<file path="src/etr_pkg.sv">
// Constants, types and helpers shared by the event record formatter.
package etr_pkg;
	// ***************************************************************
	// Widths and field positions.
	// ***************************************************************
	localparam int CHAR_W = 8;
	localparam int NIB_W = 4;
	localparam int FRAC_W = 5;
	localparam int EDGE_BYTES = 8;
	localparam int EDGE_TAG_BIT = 5;
	localparam int EDGE_ZERO_BIT = 6;
	localparam int EDGE_TRIG_BIT = 7;
	localparam int COUNT_W = 32;
	localparam logic [COUNT_W-1:0] COUNT_RST = 32'h0000_0000;
	localparam int STAT_W = 4;
	localparam int ST_PPS = 0;
	localparam int ST_TRIG = 1;
	localparam int ST_GPS = 2;
	localparam int ST_TOL = 3;
	localparam int HEX_DIG = 8;
	localparam int HMS_DIG = 6;
	localparam int MS_DIG = 3;
	localparam int DATE_DIG = 6;
	localparam int SATS_DIG = 2;
	localparam int CORR_DIG = 4;
	localparam int EDGE_TXT = 3;
	localparam int LINE_LEN = 74;
	localparam int LINE_W = LINE_LEN * CHAR_W;
	localparam int LEN_W = 7;
	localparam logic [LEN_W-1:0] LAST_CHAR = LEN_W'(LINE_LEN - 1);
	localparam int FIFO_DEPTH = 8;
	// ***************************************************************
	// Timing.
	// ***************************************************************
	localparam int SYS_CLK_HZ = 100_000_000;
	localparam int STAMP_HZ = 25_000_000;
	localparam int DIV_W = 2;
	localparam logic [DIV_W-1:0] DIV_LAST = DIV_W'(SYS_CLK_HZ / STAMP_HZ - 1);
	localparam int PPS_TOL_DEF = 25;
	// ***************************************************************
	// Characters.
	// ***************************************************************
	localparam logic [CHAR_W-1:0] CH_SP = 8'h20;
	localparam logic [CHAR_W-1:0] CH_DOT = 8'h2e;
	localparam logic [CHAR_W-1:0] CH_CR = 8'h0d;
	localparam logic [CHAR_W-1:0] CH_LF = 8'h0a;
	localparam logic [CHAR_W-1:0] CH_A = 8'h41;
	localparam logic [CHAR_W-1:0] CH_V = 8'h56;
	localparam logic [CHAR_W-1:0] CH_PLUS = 8'h2b;
	localparam logic [CHAR_W-1:0] CH_MINUS = 8'h2d;
	localparam logic [CHAR_W-1:0] CH_ZERO = 8'h30;
	localparam logic [CHAR_W-1:0] CH_HEX_OFF = 8'h37;
	localparam logic [NIB_W-1:0] NIB_TEN = 4'ha;
	// Formatter sequence states.
	typedef enum logic [1:0] {S_IDLE, S_LOAD, S_SEND} etr_state_t;
	// Turns one nibble into an uppercase hex character.
	function automatic logic [CHAR_W-1:0] hex_char(input logic [NIB_W-1:0] n);
		logic [CHAR_W-1:0] c;
		c = (n < NIB_TEN) ? CH_ZERO + CHAR_W'(n) : CH_HEX_OFF + CHAR_W'(n);
		return c;
	endfunction
endpackage

</file>
<file path="src/etr_fifo.sv">
// Small character FIFO between the line formatter and the serial side.
`timescale 1ns/100ps
module etr_fifo #(
	parameter int WIDTH = 8,
	parameter int DEPTH = 8
) (
	input wire logic core_clk_i,
	input wire logic rst_i,
	input wire logic in_valid_i,
	output logic in_ready_o,
	input wire logic [WIDTH-1:0] in_data_i,
	output logic out_valid_o,
	input wire logic out_ready_i,
	output logic [WIDTH-1:0] out_data_o
);
	localparam int AW = $clog2(DEPTH);
	localparam logic [AW:0] FULL_CNT = (AW+1)'(DEPTH);
	localparam logic [AW-1:0] LAST_IDX = AW'(DEPTH - 1);
	// Storage; read data comes straight from these flops.
	logic [WIDTH-1:0] mem [DEPTH];
	logic [AW-1:0] wr_ptr;
	logic [AW-1:0] rd_ptr;
	logic [AW:0] fill;
	logic push;
	logic pop;
	assign in_ready_o = (fill != FULL_CNT);
	assign out_valid_o = (fill != '0);
	assign push = in_valid_i && in_ready_o;
	assign pop = out_valid_o && out_ready_i;
	assign out_data_o = mem[rd_ptr];
	// Pointers wrap by hand so any depth works, not only powers of two.
	always_ff @(posedge core_clk_i or posedge rst_i) begin
		if (rst_i) begin
			wr_ptr <= '0;
			rd_ptr <= '0;
		end else begin
			if (push) begin
				wr_ptr <= (wr_ptr == LAST_IDX) ? '0 : wr_ptr + 1'b1;
			end
			if (pop) begin
				rd_ptr <= (rd_ptr == LAST_IDX) ? '0 : rd_ptr + 1'b1;
			end
		end
	end
	// Fill level; a simultaneous push and pop leaves it unchanged.
	always_ff @(posedge core_clk_i or posedge rst_i) begin
		if (rst_i) begin
			fill <= '0;
		end else if (push && !pop) begin
			fill <= fill + 1'b1;
		end else if (pop && !push) begin
			fill <= fill - 1'b1;
		end
	end
	// Data array has no reset; it is never read while empty.
	always_ff @(posedge core_clk_i) begin
		if (push) begin
			mem[wr_ptr] <= in_data_i;
		end
	end
endmodule

</file>
<file path="src/etr_record.sv">
// Event record formatter: timestamps, edge bytes and GPS fields to text lines.
`timescale 1ns/100ps
module etr_record #(
	parameter int unsigned PPS_NOM_TICKS = etr_pkg::STAMP_HZ,
	parameter int unsigned PPS_TOL_TICKS = etr_pkg::PPS_TOL_DEF
) (
	input wire logic core_clk_i,
	input wire logic rst_i,
	input wire logic pps_i,
	input wire logic line_strobe_i,
	input wire logic line_new_trig_i,
	input wire logic [etr_pkg::EDGE_BYTES*etr_pkg::FRAC_W-1:0] edge_frac_i,
	input wire logic [etr_pkg::EDGE_BYTES-1:0] edge_valid_i,
	input wire logic [etr_pkg::HMS_DIG*etr_pkg::NIB_W-1:0] gps_hms_bcd_i,
	input wire logic [etr_pkg::MS_DIG*etr_pkg::NIB_W-1:0] gps_ms_bcd_i,
	input wire logic [etr_pkg::DATE_DIG*etr_pkg::NIB_W-1:0] gps_date_bcd_i,
	input wire logic gps_valid_i,
	input wire logic [etr_pkg::SATS_DIG*etr_pkg::NIB_W-1:0] gps_sats_bcd_i,
	input wire logic gps_write_busy_i,
	input wire logic corr_neg_i,
	input wire logic [etr_pkg::CORR_DIG*etr_pkg::NIB_W-1:0] corr_bcd_i,
	output logic line_ready_o,
	output logic char_valid_o,
	input wire logic char_ready_i,
	output logic [etr_pkg::CHAR_W-1:0] char_data_o,
	output logic [etr_pkg::COUNT_W-1:0] clock_count_o,
	output logic [etr_pkg::STAT_W-1:0] status_o
);
	import etr_pkg::*;
	// ***************************************************************
	// Declarations.
	// ***************************************************************

	localparam logic [COUNT_W-1:0] TOL_LO = COUNT_W'(PPS_NOM_TICKS - PPS_TOL_TICKS);
	localparam logic [COUNT_W-1:0] TOL_HI = COUNT_W'(PPS_NOM_TICKS + PPS_TOL_TICKS);

	// Prescaler that turns the core clock into timestamp ticks.
	logic [DIV_W-1:0] div_cnt;
	// One core cycle in every timestamp period.
	logic stamp_tick;
	// Free-running timestamp counter.
	logic [COUNT_W-1:0] stamp_cnt;
	// Count latched at the latest pulse-per-second.
	logic [COUNT_W-1:0] pps_cnt;
	// Set once a first pulse-per-second has been latched.
	logic pps_seen;
	// Last pulse interval was outside tolerance.
	logic pps_bad;
	// Counts between this pulse and the previous one.
	logic [COUNT_W-1:0] pps_delta;
	// Sticky pending flags, cleared when a line is taken.
	logic pps_pend;
	logic trig_pend;
	// Formatter state.
	etr_state_t state;
	// A line request accepted this cycle.
	logic line_take;
	// Snapshot of one line's fields.
	logic [COUNT_W-1:0] snap_trig;
	logic [COUNT_W-1:0] snap_pps;
	logic [CHAR_W-1:0] snap_edge [EDGE_BYTES];
	logic [HMS_DIG*NIB_W-1:0] snap_hms;
	logic [MS_DIG*NIB_W-1:0] snap_ms;
	logic [DATE_DIG*NIB_W-1:0] snap_date;
	logic snap_valid;
	logic [SATS_DIG*NIB_W-1:0] snap_sats;
	logic [STAT_W-1:0] snap_stat;
	logic snap_neg;
	logic [CORR_DIG*NIB_W-1:0] snap_corr;
	// Edge bytes built from the live inputs.
	logic [CHAR_W-1:0] edge_byte [EDGE_BYTES];
	// Text pieces of the line.
	logic [EDGE_BYTES*EDGE_TXT*CHAR_W-1:0] edge_txt;
	logic [HEX_DIG*CHAR_W-1:0] trig_txt;
	logic [HEX_DIG*CHAR_W-1:0] pps_txt;
	logic [HEX_DIG*CHAR_W-1:0] hms_full;
	logic [HEX_DIG*CHAR_W-1:0] ms_full;
	logic [HEX_DIG*CHAR_W-1:0] date_full;
	logic [HEX_DIG*CHAR_W-1:0] sats_full;
	logic [HEX_DIG*CHAR_W-1:0] corr_full;
	logic [CHAR_W-1:0] valid_char;
	logic [CHAR_W-1:0] sign_char;
	// Whole line, first character in the top byte.
	logic [LINE_W-1:0] line_chars;
	// Line being sent out, shifted one character at a time.
	logic [LINE_W-1:0] line_sh;
	// Index of the character now offered to the FIFO.
	logic [LEN_W-1:0] char_idx;
	// FIFO write side.
	logic fifo_in_valid;
	logic fifo_in_ready;
	logic [CHAR_W-1:0] fifo_in_data;
	// A character moved into the FIFO this cycle.
	logic char_push;

	// Turns a 32-bit word into eight uppercase hex characters.
	function automatic logic [HEX_DIG*CHAR_W-1:0] hex_txt(input logic [COUNT_W-1:0] v);
		logic [HEX_DIG*CHAR_W-1:0] t;
		t = '0;
		for (int i = 0; i < HEX_DIG; i++) begin
			t[i*CHAR_W +: CHAR_W] = hex_char(v[i*NIB_W +: NIB_W]);
		end
		return t;
	endfunction

	// ***************************************************************
	// Timestamp counter.
	// ***************************************************************

	// The prescaler keeps the counter at the timestamp rate, not the core rate.
	always_ff @(posedge core_clk_i or posedge rst_i) begin
		if (rst_i) begin
			div_cnt <= '0;
		end else if (div_cnt == DIV_LAST) begin
			div_cnt <= '0;
		end else begin
			div_cnt <= div_cnt + 1'b1;
		end
	end

	assign stamp_tick = (div_cnt == DIV_LAST);

	// Counter runs free and wraps naturally through all ones.
	always_ff @(posedge core_clk_i or posedge rst_i) begin
		if (rst_i) begin
			stamp_cnt <= COUNT_RST;
		end else if (stamp_tick) begin
			stamp_cnt <= stamp_cnt + 1'b1;
		end
	end

	assign clock_count_o = stamp_cnt;

	// ***************************************************************
	// Pulse-per-second capture and tolerance check.
	// ***************************************************************

	assign pps_delta = stamp_cnt - pps_cnt;

	// Each pulse latches the count; the interval to the previous one is checked.
	always_ff @(posedge core_clk_i or posedge rst_i) begin
		if (rst_i) begin
			pps_cnt <= COUNT_RST;
			pps_seen <= 1'b0;
			pps_bad <= 1'b0;
		end else if (pps_i) begin
			pps_cnt <= stamp_cnt;
			pps_seen <= 1'b1;
			// The first pulse has no interval to judge, so it is not flagged.
			pps_bad <= pps_seen && ((pps_delta < TOL_LO) || (pps_delta > TOL_HI));
		end
	end

	// Pending flags; a pulse in the clearing cycle keeps pps_pend set, while the taken request clears trig_pend.
	always_ff @(posedge core_clk_i or posedge rst_i) begin
		if (rst_i) begin
			pps_pend <= 1'b0;
			trig_pend <= 1'b0;
		end else begin
			if (pps_i) begin
				pps_pend <= 1'b1;
			end else if (line_take) begin
				pps_pend <= 1'b0;
			end
			// A request that arrives while a line is busy is left pending.
			if (line_strobe_i && !line_take) begin
				trig_pend <= 1'b1;
			end else if (line_take) begin
				trig_pend <= 1'b0;
			end
		end
	end

	// ***************************************************************
	// Edge byte assembly.
	// ***************************************************************

	// Byte order is rise then fall for channel zero up to channel three.
	generate
		for (genvar g = 0; g < EDGE_BYTES; g++) begin : g_edge
			always_comb begin
				edge_byte[g] = '0;
				edge_byte[g][FRAC_W-1:0] = edge_frac_i[g*FRAC_W +: FRAC_W];
				edge_byte[g][EDGE_TAG_BIT] = edge_valid_i[g];
				edge_byte[g][EDGE_ZERO_BIT] = 1'b0;
				edge_byte[g][EDGE_TRIG_BIT] = (g == 0) ? line_new_trig_i : 1'b0;
			end
			assign edge_txt[(EDGE_BYTES-g)*EDGE_TXT*CHAR_W-1 -: EDGE_TXT*CHAR_W] =
				{hex_char(snap_edge[g][CHAR_W-1 -: NIB_W]), hex_char(snap_edge[g][NIB_W-1:0]), CH_SP};
		end
	endgenerate

	// ***************************************************************
	// Line snapshot.
	// ***************************************************************

	assign line_take = line_strobe_i && (state == S_IDLE);
	assign line_ready_o = (state == S_IDLE);

	// All fields are frozen together so a line never mixes two moments.
	always_ff @(posedge core_clk_i or posedge rst_i) begin
		if (rst_i) begin
			snap_trig <= COUNT_RST;
			snap_pps <= COUNT_RST;
			snap_hms <= '0;
			snap_ms <= '0;
			snap_date <= '0;
			snap_valid <= 1'b0;
			snap_sats <= '0;
			snap_stat <= '0;
			snap_neg <= 1'b0;
			snap_corr <= '0;
			for (int i = 0; i < EDGE_BYTES; i++) begin
				snap_edge[i] <= '0;
			end
		end else if (line_take) begin
			snap_trig <= stamp_cnt;
			snap_pps <= pps_i ? stamp_cnt : pps_cnt;
			snap_hms <= gps_hms_bcd_i;
			snap_ms <= gps_ms_bcd_i;
			snap_date <= gps_date_bcd_i;
			snap_valid <= gps_valid_i;
			snap_sats <= gps_sats_bcd_i;
			snap_stat[ST_PPS] <= pps_pend || pps_i;
			snap_stat[ST_TRIG] <= trig_pend;
			snap_stat[ST_GPS] <= gps_write_busy_i;
			snap_stat[ST_TOL] <= pps_bad;
			snap_neg <= corr_neg_i;
			snap_corr <= corr_bcd_i;
			for (int i = 0; i < EDGE_BYTES; i++) begin
				snap_edge[i] <= edge_byte[i];
			end
		end
	end

	assign status_o = snap_stat;

	// ***************************************************************
	// Text assembly.
	// ***************************************************************

	assign trig_txt = hex_txt(snap_trig);
	assign pps_txt = hex_txt(snap_pps);
	// Decimal fields are BCD, so hex conversion gives plain digits.
	assign hms_full = hex_txt(COUNT_W'(snap_hms));
	assign ms_full = hex_txt(COUNT_W'(snap_ms));
	assign date_full = hex_txt(COUNT_W'(snap_date));
	assign sats_full = hex_txt(COUNT_W'(snap_sats));
	assign corr_full = hex_txt(COUNT_W'(snap_corr));
	assign valid_char = snap_valid ? CH_A : CH_V;
	assign sign_char = snap_neg ? CH_MINUS : CH_PLUS;

	// Sixteen words separated by single spaces, closed by CR LF.
	assign line_chars = {
		trig_txt, CH_SP,
		edge_txt,
		pps_txt, CH_SP,
		hms_full[HMS_DIG*CHAR_W-1:0], CH_DOT, ms_full[MS_DIG*CHAR_W-1:0], CH_SP,
		date_full[DATE_DIG*CHAR_W-1:0], CH_SP,
		valid_char, CH_SP,
		sats_full[SATS_DIG*CHAR_W-1:0], CH_SP,
		hex_char(snap_stat), CH_SP,
		sign_char, corr_full[CORR_DIG*CHAR_W-1:0],
		CH_CR, CH_LF
	};

	// ***************************************************************
	// Line sequencer.
	// ***************************************************************

	// Idle takes a line, load copies its text, send feeds it out.
	always_ff @(posedge core_clk_i or posedge rst_i) begin
		if (rst_i) begin
			state <= S_IDLE;
		end else begin
			unique case (state)
				S_IDLE: begin
					if (line_take) begin
						state <= S_LOAD;
					end
				end
				S_LOAD: begin
					state <= S_SEND;
				end
				S_SEND: begin
					// Multi-line events simply arrive as further requests.
					if (char_push && (char_idx == LAST_CHAR)) begin
						state <= S_IDLE;
					end
				end
			endcase
		end
	end

	// A full FIFO stalls the shift, so no character is ever dropped.
	always_ff @(posedge core_clk_i or posedge rst_i) begin
		if (rst_i) begin
			line_sh <= '0;
			char_idx <= '0;
		end else if (state == S_LOAD) begin
			line_sh <= line_chars;
			char_idx <= '0;
		end else if (char_push) begin
			line_sh <= {line_sh[LINE_W-CHAR_W-1:0], CH_SP};
			char_idx <= char_idx + 1'b1;
		end
	end

	assign fifo_in_valid = (state == S_SEND);
	assign fifo_in_data = line_sh[LINE_W-1 -: CHAR_W];
	assign char_push = fifo_in_valid && fifo_in_ready;

	// ***************************************************************
	// Output FIFO.
	// ***************************************************************

	etr_fifo #(
		.WIDTH(CHAR_W),
		.DEPTH(FIFO_DEPTH)
	) u_fifo (
		.core_clk_i(core_clk_i),
		.rst_i(rst_i),
		.in_valid_i(fifo_in_valid),
		.in_ready_o(fifo_in_ready),
		.in_data_i(fifo_in_data),
		.out_valid_o(char_valid_o),
		.out_ready_i(char_ready_i),
		.out_data_o(char_data_o)
	);
endmodule

</file>
<file path="config.mk">
export PLATFORM = sky130hd
export DESIGN_NAME = etr_record
export DESIGN_NICKNAME = d
export VERILOG_FILES = /design/src/etr_pkg.sv /design/src/etr_fifo.sv /design/src/etr_record.sv
export SDC_FILE = /design/constraint.sdc
export NUM_CORES = 2
export LEC_CHECK = 0
export BUFFER_PORTS_ARGS = -buffer_cell sky130_fd_sc_hd__clkbuf_2
export CAP_MARGIN = 20
export CELL_PAD_IN_SITES_DETAIL_PLACEMENT = 1
export CELL_PAD_IN_SITES_GLOBAL_PLACEMENT = 2
export CORE_ASPECT_RATIO = 0.9
export CORE_MARGIN = 2
export CORE_UTILIZATION = 43
export DETAILED_ROUTE_END_ITERATION = 10
export GPL_TIMING_DRIVEN = 0
export HOLD_SLACK_MARGIN = 0.06
export MAX_ROUTING_LAYER = met4
export PLACE_DENSITY = 0.95
export SLEW_MARGIN = 0
export SYNTH_ARGS = -nofsm -noshare
export SYNTH_HDL_FRONTEND = slang
export SYNTH_HIERARCHICAL = 1
export SYNTH_SLANG_ARGS = --single-unit
export TNS_END_PERCENT = 50
</file>
<file path="constraint.sdc">
create_clock -name core_clk_i -period 36.5 [get_ports core_clk_i]
set_input_delay 3.65 -clock core_clk_i [delete_from_list [all_inputs] [get_ports core_clk_i]]
set_output_delay 3.65 -clock core_clk_i [all_outputs]
set_load 0.02 [all_outputs]
</file>
# ---- Word-level counts from Yosys, hierarchy flattened
# Memories as Yosys holds them, arrays and structs flattened.
# Cells that the tools add are included.
# Widths: inputs -> output; s select.
dict set report classes {
  n_addsub 116
  magnitude_cmp 56
  n_eq_ne 9
  n_mux 74
  n_reduce_logical 20
}
# op n
set op_table {}
lappend op_table {{$mux 592} 2}
lappend op_table {{$add 6x4->7 const A} 94}
lappend op_table {{$mux 7} 56}
lappend op_table {{$lt 4x4->1 const B} 47}
lappend op_table {{$add 6x2->7 const A} 14}
lappend op_table {{$add 32x1->32 const B} 1}
lappend op_table {{$gt 32x25->1 const B} 1}
lappend op_table {{$lt 32x25->1 const B} 1}
lappend op_table {{$mux 32} 1}
lappend op_table {{$sub 32x32->32} 1}
lappend op_table {{$lt 2x4->1 const B} 7}
lappend op_table {{$mux 3} 3}
lappend op_table {{$logic_and 1x1->1} 8}
lappend op_table {{$mux 4} 2}
lappend op_table {{$reduce_bool 2->1} 4}
lappend op_table {{$add 7x1->7 const B} 1}
lappend op_table {{$eq 7x7->1 const B} 1}
lappend op_table {{$add 3x1->3 const B} 2}
lappend op_table {{$eq 3x3->1 const B} 2}
lappend op_table {{$mux 2} 3}
lappend op_table {{$pmux 2 s3} 1}
lappend op_table {{$mux 1} 5}
lappend op_table {{$mux 5} 1}
lappend op_table {{$add 4x1->4 const B} 1}
lappend op_table {{12 further kinds} 16}
dict set report word_totals {
  ff_bits 884
  ramBits 64
  input_bits 141
  out_inout_bits 46
  word_cells 307
  memories 1
}
# name depth word_bits rd rd_ports_with_merged_regs write_ports line_no
set mem_list {}
lappend mem_list {u_fifo.mem 8 8 1 0 1 etr_fifo.sv:20} ;# logic [WIDTH-1:0] mem [DEPTH];

# ---- Longest topological paths before layout
dict set report depth {
  ltp_word 6
  depth_mapped 14
}

# ---- By module
# The synthesis kept the hierarchy.
# mod n_inst cells_each area_per_inst_um2 seq_area_each_um2
set modules_own_cells {}
lappend modules_own_cells {etr_record 1 3998 37642.4 19794.0}
lappend modules_own_cells {etr_fifo 1 157 3150.5 2172.1}

# ---- Worst setup path before layout
# OpenSTA, ideal clock, no wires.
dict set report synth_timing {
  path_type {in2reg}
  startpoint {input pps_i}
  endpoint {register pps_bad}
  setup_ps 129
  arrival_ps 4976
  t_required_ps 36371
  path_slack_ps 31395
  cell_stages 8
  path_buffers 0
  cell_sequence {o31ai_1 -> nor3_1 -> o2111ai_1 -> a2111oi_0 -> nand3b_1 -> a2111oi_0 -> and4b_1 -> a31oi_1}
}
# item line_no
set synth_rtl {}
lappend synth_rtl {{start: declaration} etr_record.sv:9} ;# input wire logic pps_i,
lappend synth_rtl {{end signal: assignment} etr_record.sv:150} ;# pps_bad <= pps_seen && ((pps_delta < TOL_LO) || (pps_delta > TOL_HI));
lappend synth_rtl {{end: declaration} etr_record.sv:48} ;# logic pps_bad;

# ---- Final worst setup path
dict set report layout_timing {
  startpoint {register u_fifo.rd_ptr[1]}
  endpoint {output char_data_o[6] (netlist name)}
}
dict set report layout_between {
  elab_chain_cells 1
}
# item line_no
set layout_lines {}
lappend layout_lines {{start: declaration} etr_fifo.sv:22} ;# logic [AW-1:0] rd_ptr;
lappend layout_lines {{start signal: assignment} etr_fifo.sv:41} ;# rd_ptr <= (rd_ptr == LAST_IDX) ? '0 : rd_ptr + 1'b1;
lappend layout_lines {{$mem_v2 8x8} n/a}
lappend layout_lines {{end: declaration} etr_record.sv:25} ;# output logic [etr_pkg::CHAR_W-1:0] char_data_o,
# Every way passes these cells.

==> out/metrics.yaml <==
status:
  status: "finished, final reports clean"
cells_and_area:
  fillers: 10614
  final_cell_mix: "868 x nand2_1, 801 x dfrtp_1, 320 x a21oi_1"
  multiInputGateArea_sq_um: 17200
  final_util: 0.498
  register_area_sq_um: 22000
  num_antenna_cells: 0
  final_layout_size_suffix_gt1_frac: 0.130
  fin_nets: 4699
  syn_to_final_growth_pct: 15.2
  layout_commonest_cell: "nand2_1"
setup_path:
  crit_buf_inv: 3
  timing.rr.start: "state[0]$_DFFE_PP0P_"
  timing.rr.end: "line_sh[262]$_DFFE_PP0P_"
  crit_slowest_cell: "clkbuf_1"
  worstPathCellList: "clkbuf_1, buf_2, mux4_1, mux2_4, clkbuf_2"
  cp-start-kind: "flip-flop"
  crit_required_ns: 32.85
  reg2regPathDepth: 10
  critical-path-top-delay-family: "buffers and inverters"
  r2r_slack_ns: 32.16
  critPathKind: "flip-flop to primary output"
  cp-end-kind: "primary output"
  cp.arrival_ns: 2.61
  crit_fanout: 10
  critical_path.max_stage_delay_ns: 0.41
route:
  first_iter_violations: 2538
  num_vias: 33300
  drc: 0
  viasPerCell: 5.75
  dr.pass1.iters: 7
  wl_per_cell_microns: 23.5
  drt-total-wl_microns: 136000
  postRouteAntennaNets: 0
grt:
  grt_overflow_total: 0
  grt_usage: 0.289
  grt_antenna_before_repair: 2
  grt_pass1_wl_microns: 210000
  grt_max_degree: 129
  grt_pass1_vias: 35220
clocking:
  cts-root-buf: "clkbuf_16"
  cts.sinks: 865
  numCtsBuffers: 94
  clkLatencyLatePin_ns: 0.68
  cts-htree-levels: 3
  cts_resized: 0
  cts_buffer_depth: 3
  clk_pin_slew_ns: 0.06
  cts_hold_buffers: 0
  postCtsSetupBuffers: 0
  cts_tree: "built"
sta:
  relSlewSlack: 0.206
  worst_slew_pin_slew_ns: 1.19
  max_freq_mhz: 160
  hold_ws_ns: 0.429
  slew_violations: 0
  finalSetupTns_ns: 0
  timing.final.crit_share: 0.172
  post-route-min-period_ns: 6.26
  finalHoldViolCount: 0
  finalClockSkew_ns: 0.0539
  grt_setup_unrepaired: "false"
  setup_viol: 0
floorplan:
  core_region_area_sq_um: 94400
  ioPinCount: 187
  rows: 107
  initial_core_util: 0.432
  die_h_microns: 296
  die_w_microns: 329
  die-area_sq_um: 97400
min_path:
  holdPathEnd: "div_cnt[0]$_DFF_PP0_"
  worstHoldPathCells: 1
  holdCritPathClass: "flip-flop to flip-flop"
  worstHoldStart: "div_cnt[0]$_DFF_PP0_"
placement:
  io_buffers: 186
  gp_congestion: 0.889
  dp_hpwl_microns: 96700
synth:
  synth.area.top_cells: "dfrtp_1 49%, nand2_1 8.0%, mux2_2 5.4%"
  ys_warn_count: 6
  ys_types: 75
  ys.flop_type: "dfrtp_1"
  synthArstFlopShare: 0.926
  avgSynthCellArea_sq_um: 9.82
  syn_inst: 4155
  synth_seq_area_share: 0.538
  synth_top_cell_area_share: 0.491
  syn_area_sq_um: 40800
  yosysTopAreaCell: "dfrtp_1"
  synth_edf_count: 64
  ys_seq_elements: 865
pwr:
  power_per_cell_area_nw_per_um2: 92.4
  p_leak_nw: 21.2
  peakVddDrop_mv: 0.0532
flow_run:
  cap_violations: 0
## cells in the mapped netlist, drive strengths merged, types with 5 or more instances
cell	number
a211oi	33
a21boi	6
a21o	30
a21oi	320
a31oi	143
and3	61
and4	5
buf	42
clkbuf	197
dfrtp	801
edfxtp	64
ha	92
inv	196
mux2	202
mux2i	124
mux4	16
nand2	870
nand2b	6
nand3	65
nand3b	8
nand4	107
nor2	258
nor3	13
o211ai	5
o21ai	287
o22a	26
o31ai	6
or3	7
xnor2	77
xor2	19
## worst max-delay path by stage
stage	cells past startpoint	slack, ns	from	endpoint
floorplan	1	10.64	rst_i	char_idx[0]$_DFFE_PP0P_
global placement	2	1.28	rst_i	clock_count_o[30]$_DFFE_PP0P_
detailed placement	5	29.71	line_strobe_i	snap_corr[13]$_DFFE_PP0P_
CTS	5	30.17	u_fifo/rd_ptr[1]$_DFFE_PP0P_	char_data_o[6]
global route	5	30.08	u_fifo/rd_ptr[1]$_DFFE_PP0P_	char_data_o[6]
finish	5	30.24	u_fifo/rd_ptr[1]$_DFFE_PP0P_	char_data_o[6]
## layout make-up
class | count | area share
multi-input combinational | 2862 | 0.366
inverter | 196 | 0.0158
clock buffer | 122 | 0.0560
clock inverter | 47 | 0.0141
buffer | 239 | 0.0199
sequential | 865 | 0.468
timing repair buffer | 206 | 0.0275
tap | 1253 | 0.0334
## kinds of logic (layout without fill, tap and decap cells)
| group | Yosys count | after routing | share of synthesized area |
|---|---|---|---|
| DFF | 865 | 865 | 0.538 |
| xor gates and xnor gates | 96 | 96 | 0.0206 |
| other | 1 | 8 | 0.0000919 |
| AOI/OAI and AO/OA | 897 | 897 | 0.126 |
| muxes | 342 | 342 | 0.0965 |
| buffers and inverters | 435 | 810 | 0.0409 |
| and+or+nand+nor | 1425 | 1425 | 0.149 |
| adders and majority gates | 94 | 94 | 0.0292 |
## power by group
group | switching (mW) | internal (mW)
combinational | 1.10 | 0.606
sequential | 0.285 | 1.33
clock | 0.419 | 0.603
## state kept, by name, summed over array words and instances, names as in the netlist, 24 cells and up
| register | cells |
|---|---|
| pps_cnt | 32 |
| u_fifo/mem | 64 |
| snap_pps | 32 |
| snap_edge | 49 |
| snap_trig | 32 |
| line_sh | 509 |
| clock_count_o | 32 |
| snap_date | 24 |
| snap_hms | 24 |
## routing by layer
layer,track usage,vias up,share of wire
li1,-,14948,-
met1,0.381,17282,0.44
met2,0.472,860,0.48
met3,0.0362,210,0.049
met4,0.0812,0,0.028
met5,-,-,0
## per-stage QoR
step | std cells | power (mW) | area [sq um] | setup WS (ns)
final | 5790 | 4.34 | 47000 | 30.24
after CTS | 5789 | 4.34 | 47000 | 30.17
after global placement | 5601 | 3.19 | 43300 | 1.28
after floorplan | 4162 | 2.64 | 40800 | 10.64
after global routing | 5790 | 4.59 | 47000 | 30.08
after detailed placement | 5620 | 3.29 | 43700 | 29.71
Power figures use the tool's default switching activity.
